### config.mk
export PLATFORM = sky130hd
export DESIGN_NAME = vcx_exec
export DESIGN_NICKNAME = d
export VERILOG_FILES = /design/src/vcx_exec.v /design/src/vcx_frame_timer.v /design/src/vcx_shift_unit.v
export VERILOG_INCLUDE_DIRS = /design/src
export SDC_FILE = /design/constraint.sdc
export NUM_CORES = 1
export LEC_CHECK = 0
export ABC_AREA = 1
export BUFFER_PORTS_ARGS = -buffer_cell sky130_fd_sc_hd__buf_2
export CELL_PAD_IN_SITES_DETAIL_PLACEMENT = 1
export CELL_PAD_IN_SITES_GLOBAL_PLACEMENT = 1
export CORE_MARGIN = 3
export CORE_UTILIZATION = 30
export CTS_BUF_LIST = sky130_fd_sc_hd__clkbuf_2 sky130_fd_sc_hd__clkbuf_4 sky130_fd_sc_hd__clkbuf_8
export DETAILED_ROUTE_END_ITERATION = 16
export GPL_ROUTABILITY_DRIVEN = 0
export HOLD_SLACK_MARGIN = 0.05
export PLACE_DENSITY = 0.7
export SLEW_MARGIN = 20
export SYNTH_ARGS = -nofsm -noshare
export SYNTH_HDL_FRONTEND = slang
export SYNTH_SLANG_ARGS = --single-unit
### constraint.sdc
create_clock -name clk_sys -period 2.5 [get_ports clk_sys]
set_clock_uncertainty 0.15 [all_clocks]
set_input_delay 0.375 -clock clk_sys [delete_from_list [all_inputs] [get_ports clk_sys]]
set_output_delay 0.375 -clock clk_sys [all_outputs]
set_load 0.005 [all_outputs]
### src/vcx_regs.vh
/*
  constants for the vector cpu shift/io/frame execution block.
  assumes a 20 MHz clk_sys; times are given in their own unit and turned into cycles here.
*/
`ifndef VCX_REGS_VH
`define VCX_REGS_VH
`define VCX_CLK_MHZ        20
`define VCX_CLK_NS         50
// opcode selects (low 4 bits of the op field)
`define VCX_OP_NOP         4'h0
`define VCX_OP_ASR         4'h1
`define VCX_OP_SHL1        4'h2
`define VCX_OP_SHL2        4'h3
`define VCX_OP_LOOKUP      4'h4
`define VCX_OP_INPUT       4'h5
`define VCX_OP_OUTPUT      4'h6
`define VCX_OP_VSTART      4'h7
`define VCX_OP_VNORM       4'h8
`define VCX_OP_DRAW        4'h9
`define VCX_OP_FRAME       4'ha
`define VCX_OP_WDCLR       4'hb
`define VCX_OP_SETPAGE     4'hc
// times and derived counts
`define VCX_NOP_NS         400
`define VCX_NOP_CYC        ((`VCX_NOP_NS + `VCX_CLK_NS - 1) / `VCX_CLK_NS)
`define VCX_FRAME_US       26000
`define VCX_FRAME_CYC      (`VCX_FRAME_US * `VCX_CLK_MHZ)
`define VCX_WD_US          3000
`define VCX_WD_CYC         (`VCX_WD_US * `VCX_CLK_MHZ)
`define VCX_RESET_PC       12'h000
`endif

### src/vcx_exec.v
/*
  execution logic for shifts, rom look-up, port transfers, vector commands, frame halt,
  watchdog, no-op timing and working-storage paging of a 12-bit dual-accumulator cpu.
  assumes instructions arrive as one-cycle ins_valid pulses, only while ins_ready is high,
  and that the rom answers rom_data one cycle after rom_addr/rom_rd.
*/
`timescale 1ns/1ps
`include "vcx_regs.vh"
module vcx_exec #(
  parameter FRAME_CYC = `VCX_FRAME_CYC,
  parameter WD_CYC    = `VCX_WD_CYC
) (
  input  wire        clk_sys,
  input  wire        resetn,
  input  wire        ins_valid,
  input  wire [3:0]  ins_op,
  input  wire [3:0]  ins_field,
  input  wire        acc_sel,
  input  wire [3:0]  ws_word,
  input  wire [15:0] in_primary,
  input  wire [7:0]  in_secondary,
  input  wire [7:0]  rom_data,
  input  wire        vec_done,
  output reg         ins_ready,
  output reg  [11:0] acc_a,
  output reg  [11:0] acc_b,
  output reg         negative_flag,
  output reg         right_shift_out_flag,
  output reg  [11:0] rom_addr,
  output reg         rom_rd,
  output reg  [7:0]  out_data,
  output reg  [7:0]  out_latch_we,
  output reg  [11:0] vec_x,
  output reg  [11:0] vec_y,
  output reg         vec_start,
  output reg         vec_busy,
  output reg  [3:0]  ws_page,
  output reg  [7:0]  ws_addr,
  output reg         cpu_reset_req,
  output reg  [11:0] reset_pc
);
  localparam ST_IDLE   = 3'd0;
  localparam ST_LOOKUP = 3'd1;
  localparam ST_NOP    = 3'd2;
  localparam ST_NORM   = 3'd3;
  localparam ST_FRAME  = 3'd4;
  localparam ST_HANG   = 3'd5;

  // the taking edge and the releasing edge are both part of the 400 ns, hence the minus two
  localparam integer NOP_LOAD = `VCX_NOP_CYC - 2;

  reg  [2:0]  state;
  reg  [3:0]  wait_cnt;
  wire [31:0] nop_load_w = NOP_LOAD;
  reg         lk_sel;
  wire        frame_end;
  wire        wd_expire;
  wire        fire      = ins_valid & ins_ready;
  wire [11:0] acc_cur   = acc_sel ? acc_b : acc_a;
  wire [11:0] asr_out;
  wire        asr_lost;
  wire [11:0] shl_out;
  wire [11:0] dual_a;
  wire [11:0] dual_b;
  wire        norm_done;
  wire        norm_zero;

  // one-hot latch strobe from the 4-bit field; codes 8..15 select nothing
  function [7:0] latch_dec;
    input [3:0] f;
    begin
      latch_dec = f[3] ? 8'h00 : (8'h01 << f[2:0]);
    end
  endfunction

  vcx_shift_unit u_shift (
    .acc_in    (acc_cur),
    .acc_a     (acc_a),
    .acc_b     (acc_b),
    .asr_out   (asr_out),
    .asr_lost  (asr_lost),
    .shl_out   (shl_out),
    .dual_a    (dual_a),
    .dual_b    (dual_b),
    .norm_done (norm_done),
    .norm_zero (norm_zero)
  );

  vcx_frame_timer #(
    .FRAME_CYC (FRAME_CYC),
    .WD_CYC    (WD_CYC)
  ) u_timer (
    .clk_sys   (clk_sys),
    .resetn    (resetn),
    .frame_req (fire && ins_op == `VCX_OP_FRAME),
    .wd_clear  (fire && ins_op == `VCX_OP_WDCLR),
    .frame_end (frame_end),
    .wd_expire (wd_expire)
  );

  always @(posedge clk_sys)
  begin
    if (!resetn)
    begin
      state                <= ST_IDLE;
      wait_cnt             <= 4'h0;
      lk_sel               <= 1'b0;
      ins_ready            <= 1'b1;
      acc_a                <= 12'h000;
      acc_b                <= 12'h000;
      negative_flag        <= 1'b0;
      right_shift_out_flag <= 1'b0;
      rom_addr             <= 12'h000;
      rom_rd               <= 1'b0;
      out_data             <= 8'h00;
      out_latch_we         <= 8'h00;
      vec_x                <= 12'h000;
      vec_y                <= 12'h000;
      vec_start            <= 1'b0;
      vec_busy             <= 1'b0;
      ws_page              <= 4'h0;
      ws_addr              <= 8'h00;
      cpu_reset_req        <= 1'b0;
      reset_pc             <= `VCX_RESET_PC;
    end
    else
    begin
      rom_rd        <= 1'b0;
      out_latch_we  <= 8'h00;
      vec_start     <= 1'b0;
      cpu_reset_req <= 1'b0;
      ws_addr       <= {ws_page, ws_word};
      // busy rises with the draw itself so a branch right after it already sees it
      if (vec_done && !vec_start)
        vec_busy <= 1'b0;
      if (wd_expire)
      begin
        // a missed watchdog clear restarts the program whatever is in flight
        state         <= ST_IDLE;
        ins_ready     <= 1'b1;
        cpu_reset_req <= 1'b1;
        reset_pc      <= `VCX_RESET_PC;
      end
      else
      begin
        case (state)
          ST_IDLE:
          begin
            if (fire)
            begin
              case (ins_op)
                `VCX_OP_NOP:
                begin
                  state     <= ST_NOP;
                  wait_cnt  <= nop_load_w[3:0];
                  ins_ready <= 1'b0;
                end
                `VCX_OP_ASR:
                begin
                  if (acc_sel)
                    acc_b <= asr_out;
                  else
                  begin
                    acc_a                <= asr_out;
                    right_shift_out_flag <= asr_lost;
                  end
                end
                `VCX_OP_SHL1:
                begin
                  if (acc_sel)
                    acc_b <= shl_out;
                  else
                    acc_a <= shl_out;
                  negative_flag <= shl_out[11];
                end
                `VCX_OP_SHL2:
                begin
                  acc_a         <= dual_a;
                  acc_b         <= dual_b;
                  negative_flag <= dual_a[11];
                end
                `VCX_OP_LOOKUP:
                begin
                  rom_addr  <= acc_cur;
                  rom_rd    <= 1'b1;
                  lk_sel    <= acc_sel;
                  state     <= ST_LOOKUP;
                  ins_ready <= 1'b0;
                end
                `VCX_OP_INPUT:
                begin
                  if (acc_sel)
                    acc_b <= {11'h000, in_secondary[ins_field[2:0]]};
                  else
                    acc_a <= {acc_a[11:1], in_primary[ins_field]};
                end
                `VCX_OP_OUTPUT:
                begin
                  out_data     <= acc_cur[7:0];
                  out_latch_we <= latch_dec(ins_field);
                end
                `VCX_OP_VSTART:
                begin
                  vec_x <= acc_a;
                  vec_y <= acc_b;
                end
                `VCX_OP_VNORM:
                begin
                  state     <= norm_zero ? ST_HANG : ST_NORM;
                  ins_ready <= 1'b0;
                end
                `VCX_OP_DRAW:
                begin
                  vec_start <= 1'b1;
                  vec_busy  <= 1'b1;
                end
                `VCX_OP_FRAME:
                begin
                  state     <= ST_FRAME;
                  ins_ready <= 1'b0;
                end
                `VCX_OP_SETPAGE:
                  ws_page <= ins_field;
                default:
                  state <= ST_IDLE;
              endcase
            end
          end
          ST_LOOKUP:
          begin
            // rom answers a cycle after the request, so the word is taken once rom_rd has dropped
            // rom is 8 bits wide; the word lands in the low byte
            if (!rom_rd)
            begin
              if (lk_sel)
                acc_b <= {4'h0, rom_data};
              else
                acc_a <= {4'h0, rom_data};
              state     <= ST_IDLE;
              ins_ready <= 1'b1;
            end
          end
          ST_NOP:
          begin
            if (wait_cnt == 4'h0)
            begin
              state     <= ST_IDLE;
              ins_ready <= 1'b1;
            end
            else
              wait_cnt <= wait_cnt - 4'h1;
          end
          ST_NORM:
          begin
            if (norm_done)
            begin
              state     <= ST_IDLE;
              ins_ready <= 1'b1;
            end
            else
            begin
              acc_a <= dual_a;
              acc_b <= dual_b;
            end
          end
          ST_FRAME:
          begin
            if (frame_end)
            begin
              state     <= ST_IDLE;
              ins_ready <= 1'b1;
            end
          end
          ST_HANG:
            state <= ST_HANG;
          default:
          begin
            state     <= ST_IDLE;
            ins_ready <= 1'b1;
          end
        endcase
      end
    end
  end
endmodule

### src/vcx_frame_timer.v
/*
  frame pacing timer and cold-start watchdog.
  assumes frame_req and wd_clear are one-cycle pulses from the executor.
*/
`timescale 1ns/1ps
`include "vcx_regs.vh"
module vcx_frame_timer #(
  parameter FRAME_CYC = `VCX_FRAME_CYC,
  parameter WD_CYC    = `VCX_WD_CYC
) (
  input  wire clk_sys,
  input  wire resetn,
  input  wire frame_req,
  input  wire wd_clear,
  output reg  frame_end,
  output reg  wd_expire
);
  reg [19:0] frame_cnt;
  reg [16:0] wd_cnt;
  reg        wd_armed;
  always @(posedge clk_sys)
  begin
    if (!resetn)
    begin
      frame_cnt <= 20'h00000;
      frame_end <= 1'b0;
    end
    else if (frame_cnt == FRAME_CYC[19:0] - 20'h00001)
    begin
      frame_cnt <= 20'h00000;
      frame_end <= 1'b1;
    end
    else
    begin
      frame_cnt <= frame_cnt + 20'h00001;
      frame_end <= 1'b0;
    end
  end
  // watchdog runs from the frame instruction; a clear in the same cycle as expiry still wins
  always @(posedge clk_sys)
  begin
    if (!resetn)
    begin
      wd_cnt    <= 17'h00000;
      wd_armed  <= 1'b0;
      wd_expire <= 1'b0;
    end
    else
    begin
      wd_expire <= 1'b0;
      if (wd_clear)
      begin
        wd_armed <= 1'b0;
        wd_cnt   <= 17'h00000;
      end
      else if (frame_req)
      begin
        wd_armed <= 1'b1;
        wd_cnt   <= 17'h00000;
      end
      else if (wd_armed)
      begin
        if (wd_cnt == WD_CYC[16:0] - 17'h00001)
        begin
          wd_expire <= 1'b1;
          wd_armed  <= 1'b0;
        end
        else
          wd_cnt <= wd_cnt + 17'h00001;
      end
    end
  end
endmodule

### src/vcx_shift_unit.v
/*
  combinational shift unit: arithmetic right, single left, dual left, one normalize step.
  assumes accumulators are 12 bits wide.
*/
`timescale 1ns/1ps
`include "vcx_regs.vh"
module vcx_shift_unit (
  input  wire [11:0] acc_in,
  input  wire [11:0] acc_a,
  input  wire [11:0] acc_b,
  output wire [11:0] asr_out,
  output wire        asr_lost,
  output wire [11:0] shl_out,
  output wire [11:0] dual_a,
  output wire [11:0] dual_b,
  output wire        norm_done,
  output wire        norm_zero
);
  assign asr_out   = {acc_in[11], acc_in[11:1]};
  assign asr_lost  = acc_in[0];
  assign shl_out   = {acc_in[10:0], 1'b0};
  assign dual_a    = {acc_a[10:0], 1'b0};
  assign dual_b    = {acc_b[10:0], 1'b0};
  // normalized once either delta has its top two bits differing
  assign norm_done = (acc_a[11] ^ acc_a[10]) | (acc_b[11] ^ acc_b[10]);
  assign norm_zero = (acc_a == 12'h000) && (acc_b == 12'h000);
endmodule
After elaboration in Yosys (flattened, before gate mapping)
Cells that the tools add are included.
Widths: inputs -> output; s select.
{"block": "totals", "register_bits": 143, "in_bits": 49, "output_inout_bits": 107, "elab_cells": 175}
{"block": "op_classes", "reduce_logical": 35, "mux": 56, "bitwise": 13, "add_sub_neg": 3, "n_shift": 1, "n_lt_le_gt_ge": 2, "n_eq_ne": 40}
{"cell": "$mux 12", "n": 14}
{"cell": "$pmux 12 s4", "n": 2}
{"cell": "$pmux 12 s3", "n": 2}
{"cell": "$reduce_and 10->1", "n": 3}
{"cell": "$logic_not 12->1", "n": 2}
{"cell": "$mux 1", "n": 22}
{"cell": "$ne 2x2->1 const B", "n": 11}
{"cell": "$add 20x1->20 const B", "n": 1}
{"cell": "$eq 20x19->1 const B", "n": 1}
{"cell": "$eq 4x4->1 const B", "n": 5}
{"cell": "$reduce_and 4->1", "n": 5}
{"cell": "$mux 3", "n": 6}
{"cell": "$ne 3x3->1 const B", "n": 6}
{"cell": "$pmux 3 s6", "n": 1}
{"cell": "$add 17x1->17 const B", "n": 1}
{"cell": "$eq 17x16->1 const B", "n": 1}
{"cell": "$eq 4x3->1 const B", "n": 4}
{"cell": "$pmux 3 s5", "n": 1}
{"cell": "$mux 4", "n": 3}
{"cell": "$reduce_or 4->1", "n": 3}
{"cell": "$reduce_and 5->1", "n": 2}
{"cell": "$not 1->1", "n": 9}
{"cell": "$eq 4x2->1 const B", "n": 2}
{"cell": "$logic_not 4->1", "n": 2}
{"cell": "other kinds (31)", "n": 41}

Longest topological paths before layout
{"block": "depth", "depth_word": 7, "ltp_mapped": 13, "depth_no_buf": 12}

Modules after synthesis
A second synthesis with hierarchy kept.
{"block": "unflattened", "hier_cells": 1151, "area_unflattened_um2": 7785.0}
{"module": "vcx_exec", "seq_area_each_um2": 2062.0, "area_per_inst_um2": 5222.5, "instances": 1, "cells_per_inst": 784}
{"module": "vcx_frame_timer", "seq_area_each_um2": 800.8, "area_per_inst_um2": 2068.2, "instances": 1, "cells_per_inst": 291}
{"module": "vcx_shift_unit", "seq_area_each_um2": 0.0, "area_per_inst_um2": 494.2, "instances": 1, "cells_per_inst": 76}

Least setup slack after synthesis
OpenSTA, ideal clock, no wires.
{"block": "synth_path", "path_type": "reg-to-reg", "startpoint": "register acc_a[10]", "endpoint": "register acc_b[1]", "slack_ns": 0.407, "path_buffers": 1, "required_ns": 2.237, "stages_incl_launch_ff": 11, "synth_period_minus_slack_ns": 2.093, "setup_time_ns": 0.113, "arrival_time_ns": 1.830, "cell_sequence": "dfxtp_1 -> inv_1 -> ha_1 -> or2_2 -> o22ai_1 -> nand2_1 -> nor3_4 -> nand2_2 -> buf_4 -> nor2_1 -> nor2_1"}
{"block": "synth_between", "elab_chain_len": 4}
{"item": "from (decl)", "line_no": "vcx_exec.v:25", "source": "output reg [11:0] acc_a,"}
{"item": "from (signal assigned)", "line_no": "vcx_exec.v:164", "source": "acc_a <= asr_out;"}
{"item": "from (signal assigned)", "line_no": "vcx_exec.v:173", "source": "acc_a <= shl_out;"}
{"item": "from (signal assigned)", "line_no": "vcx_exec.v:178", "source": "acc_a <= dual_a;"}
{"item": "$xor 1x1->1", "line_no": "vcx_shift_unit.v:25", "source": "assign norm_done = (acc_a[11] ^ acc_a[10]) | (acc_b[11] ^ acc_b[10]);"}
{"item": "$or 1x1->1", "line_no": "vcx_shift_unit.v:25"}
{"item": "$ne 2x2->1 (no line)"}
{"item": "$reduce_and 10->1 (no line)"}
{"item": "to (signal assigned)", "line_no": "vcx_exec.v:193", "source": "acc_b <= {11'h000, in_secondary[ins_field[2:0]]};"}
{"item": "to (signal assigned)", "line_no": "vcx_exec.v:236", "source": "acc_b <= {4'h0, rom_data};"}
{"item": "to (signal assigned)", "line_no": "vcx_exec.v:263", "source": "acc_b <= dual_b;"}
{"item": "to (decl)", "line_no": "vcx_exec.v:26", "source": "output reg [11:0] acc_b,"}
Every way passes these cells.
A chain may end at the register's enable or synchronous reset.

Worst setup path in the final report
{"block": "layout_path", "startpoint": "register acc_b[10]", "endpoint": "register acc_b[8]"}
{"block": "layout_between", "elab_chain_len": 4}
{"item": "from (signal assigned)", "line_no": "vcx_exec.v:161", "source": "acc_b <= asr_out;"}
{"item": "from (signal assigned)", "line_no": "vcx_exec.v:171", "source": "acc_b <= shl_out;"}
{"item": "from (signal assigned)", "line_no": "vcx_exec.v:179", "source": "acc_b <= dual_b;"}
{"item": "$xor 1x1->1", "line_no": "vcx_shift_unit.v:25"}
{"item": "$or 1x1->1", "line_no": "vcx_shift_unit.v:25"}
{"item": "$ne 2x2->1 (no line)"}
{"item": "$reduce_and 10->1 (no line)"}
Every way passes these cells.

==> impl_metrics.tcl <==
set metrics [dict create \
    status "finished clean" \
    drive_gt1_share_pct 19.6 \
    ir_worst_vdd_mv 0.286 \
    worst-setup-path-type "register to register" \
    p_per_area_nw_per_um2 832 \
    async_flop_share_pct 0 \
    finalCritPeriodShare_pct 90.7 \
    grt_pass1_vias 7545 \
    wl_per_cell_microns 15.8 \
    clock.fmax_mhz 441 \
    clkSlewWorstSetupHoldPaths_ps 80 \
    yosysWarnings 0 \
    finish.utilization_pct 37.8 \
    multi_input_area_sq_um 3650 \
    cts_tree "built" \
    track_usage_pct 18.9 \
    synth-edff-count 0 \
    setup_viol 0 \
    crit_arrival_ps 2460 \
    drt-initial-drc-count 379 \
    io_pins 156 \
    place_hpwl_mm 18.7 \
    start_util_pct 31.1 \
    port_buffers 143 \
    vias_per_cell 4.79 \
    clock_sinks 143 \
    grt_max_degree 49 \
    die_w_microns 161 \
    finalMaxSlewViolations 0 \
    synth_cells 1059 \
    grt_overflow_total 0 \
    h-tree-depth 4 \
    core_area_sq_um 23100 \
    layout_min_cycle_time_ps 2270 \
    tns_ps 0 \
    fillers 3039 \
    crit_slowest_cell "dfxtp_1" \
    cp-start-kind "register" \
    synth_top_area_share_pct 39.9 \
    rsz0062_at_grt "false" \
    routed_wl_mm 24.4 \
    path_buf_inv 1 \
    drc 0 \
    maxCapViolCount 0 \
    synth_most_common_cell "nand2_1" \
    die_h_microns 161 \
    leakage_nw 3.91 \
    critPathMostFrequentCell "nor2_1" \
    hold_viol 0 \
    clk_path_buf_depth 2 \
    yosysUniqueCellTypes 44 \
    drtPass1Iterations 4 \
    syn_to_final_growth_pct 21.5 \
    synth.largest_area_cell "dfxtp_1" \
    synthTopCellsByArea "dfxtp_1 40%, nand2_1 13%, nor2_1 9.0%, inv_1 5.3%, a21oi_1 5.2%" \
    postRouteAntennaNets 0 \
    synthFlopType "dfxtp_1" \
    slew_headroom_pct 59.8 \
    worst_slew_pin_slew_ps 597 \
    synth_seq_cells 143 \
    seq_area_sq_um 2860 \
    antenna_found_initial 2 \
    path_max_fanout 22 \
    final_nets 1270 \
    cp_top_family "simple AND/OR/NAND/NOR gates" \
    synthTopCellsByCount "247 x nand2_1, 172 x nor2_1, 143 x dfxtp_1" \
    worst_setup_path_end_kind "register" \
    critical-path-max-stage-delay_ps 350 \
    clock_latency_ps 460 \
    grt_pass1_wl_mm 39.4 \
    synth_area_per_cell_sq_um 6.77 \
    path_cells "inv_1 > ha_1 > or2_2 > o22ai_1 > nand2_1 > nor3_4 > nand2_4 > nor2_1 > nor2_1" \
    hp-class "primary input to register" \
    dr_total_vias 7386 \
    rows 55 \
    cts-root-buf "clkbuf_8" \
    numCtsBuffers 17 \
    netlist_area_sq_um 7170 \
    seq_area_frac_synth_pct 39.9 \
    worstPathRequired_ps 2690 \
    die-area_sq_um 25800 \
]
[stage by stage]
stage | setup slack (ps) | cell area (sq um) | instances | power (mW) | hold slack, ps
after floorplan | 407 | 7210 | 1070 | 4.54 | 268
after global placement | 216 | 8270 | 1504 | 5.41 | 279
after detailed placement | 118 | 8270 | 1504 | 5.47 | 282
after CTS | 94.8 | 8700 | 1542 | 7.29 | 121
after global routing | 8.58 | 8710 | 1543 | 7.79 | 168
final | 231 | 8710 | 1543 | 7.25 | 148
[layout make-up]
| cell class | instances | area share [%] |
|---|---|---|
| antenna | 1 | 0.0287 |
| clock buffer | 19 | 2.93 |
| clock inverter | 13 | 1.32 |
| inverter | 116 | 5.06 |
| multi-input combinational | 762 | 41.9 |
| sequential | 143 | 32.9 |
| tap | 313 | 4.50 |
| timing repair buffer | 176 | 11.4 |
[power breakdown]
part,internal (mW),switching [mW]
clock network,0.823,0.950
logic,0.906,1.85
registers,2.50,0.223
total,4.23,3.02
[layer usage]
layer | vias up | track usage, % | part of all wire (%)
met5 | - | 0 | 0.037
met4 | 2 | 6.15 | 2.0
met3 | 32 | 3.48 | 4.0
met2 | 126 | 32.2 | 48
met1 | 3503 | 24.1 | 45
li1 | 3723 | - | -
[state kept, by name, summed over array words and instances, names as in the netlist, 3 cells and up]
| name | cells |
|---|---|
| u_timer.frame_cnt | 20 |
| u_timer.wd_cnt | 17 |
| acc_a | 12 |
| acc_b | 12 |
| rom_addr | 12 |
| vec_x | 12 |
| vec_y | 12 |
| out_data | 8 |
| out_latch_we | 8 |
| ws_addr | 8 |
| wait_cnt | 4 |
| ws_page | 4 |
| state | 3 |
[worst reg2reg max path: cells and delay by family, from the launching register on]
family / cells / cell delay [ps]
simple gates: 6 / 1160
buf+inv: 1 / 100
fa+ha+maj: 1 / 300
flops: 1 / 350
compound gates: 1 / 110
[layout by cell type, fill, tap and decap left out, types with 10 or more instances in the layout]
master and count:
buf_2 143, nand2_1 247, o21ai_1 15, a31oi_1 10
nor2_1 172, dfxtp_1 143, clkbuf_8 18, xor2_1 18
nor3_1 22, o21ai_0 61, a21oi_1 75, nand4_1 12
a211oi_1 26, buf_4 26, inv_1 101, nand3_1 33
conb_1 12, inv_2 12
[path summary, 6_finish.rpt]
path         slack, ps                     from                    endpoint  cells after the start
max reg2reg        230   acc_b[10]$_SDFFE_PN0P_       acc_b[8]$_SDFFE_PN0P_                      9
min reg2reg        290  ws_page[0]$_SDFFE_PN0P_       ws_addr[4]$_SDFF_PN0_                      2
min                150             ins_field[1]  out_latch_we[3]$_SDFF_PP0_                      3
max                230   acc_b[10]$_SDFFE_PN0P_       acc_b[8]$_SDFFE_PN0P_                      9
[kinds of logic after synthesis]
group / share of synthesized area [%]
buffers and inverters: 9.90
xor gates and xnor gates: 2.44
DFF: 39.9
and+or+nand+nor: 30.6
adders and majority gates: 0.873
AOI/OAI and AO/OA: 16.2
other: 0.0523
[timing repair]
action	4_1_cts	5_1_grt
setup endpoints to repair	0	16
resized for setup	0	3
endpoints found under the hold margin	6	0
setup buffers	0	0
hold buffers	6	0
Note: power is estimated with default switching activity, not from simulation.
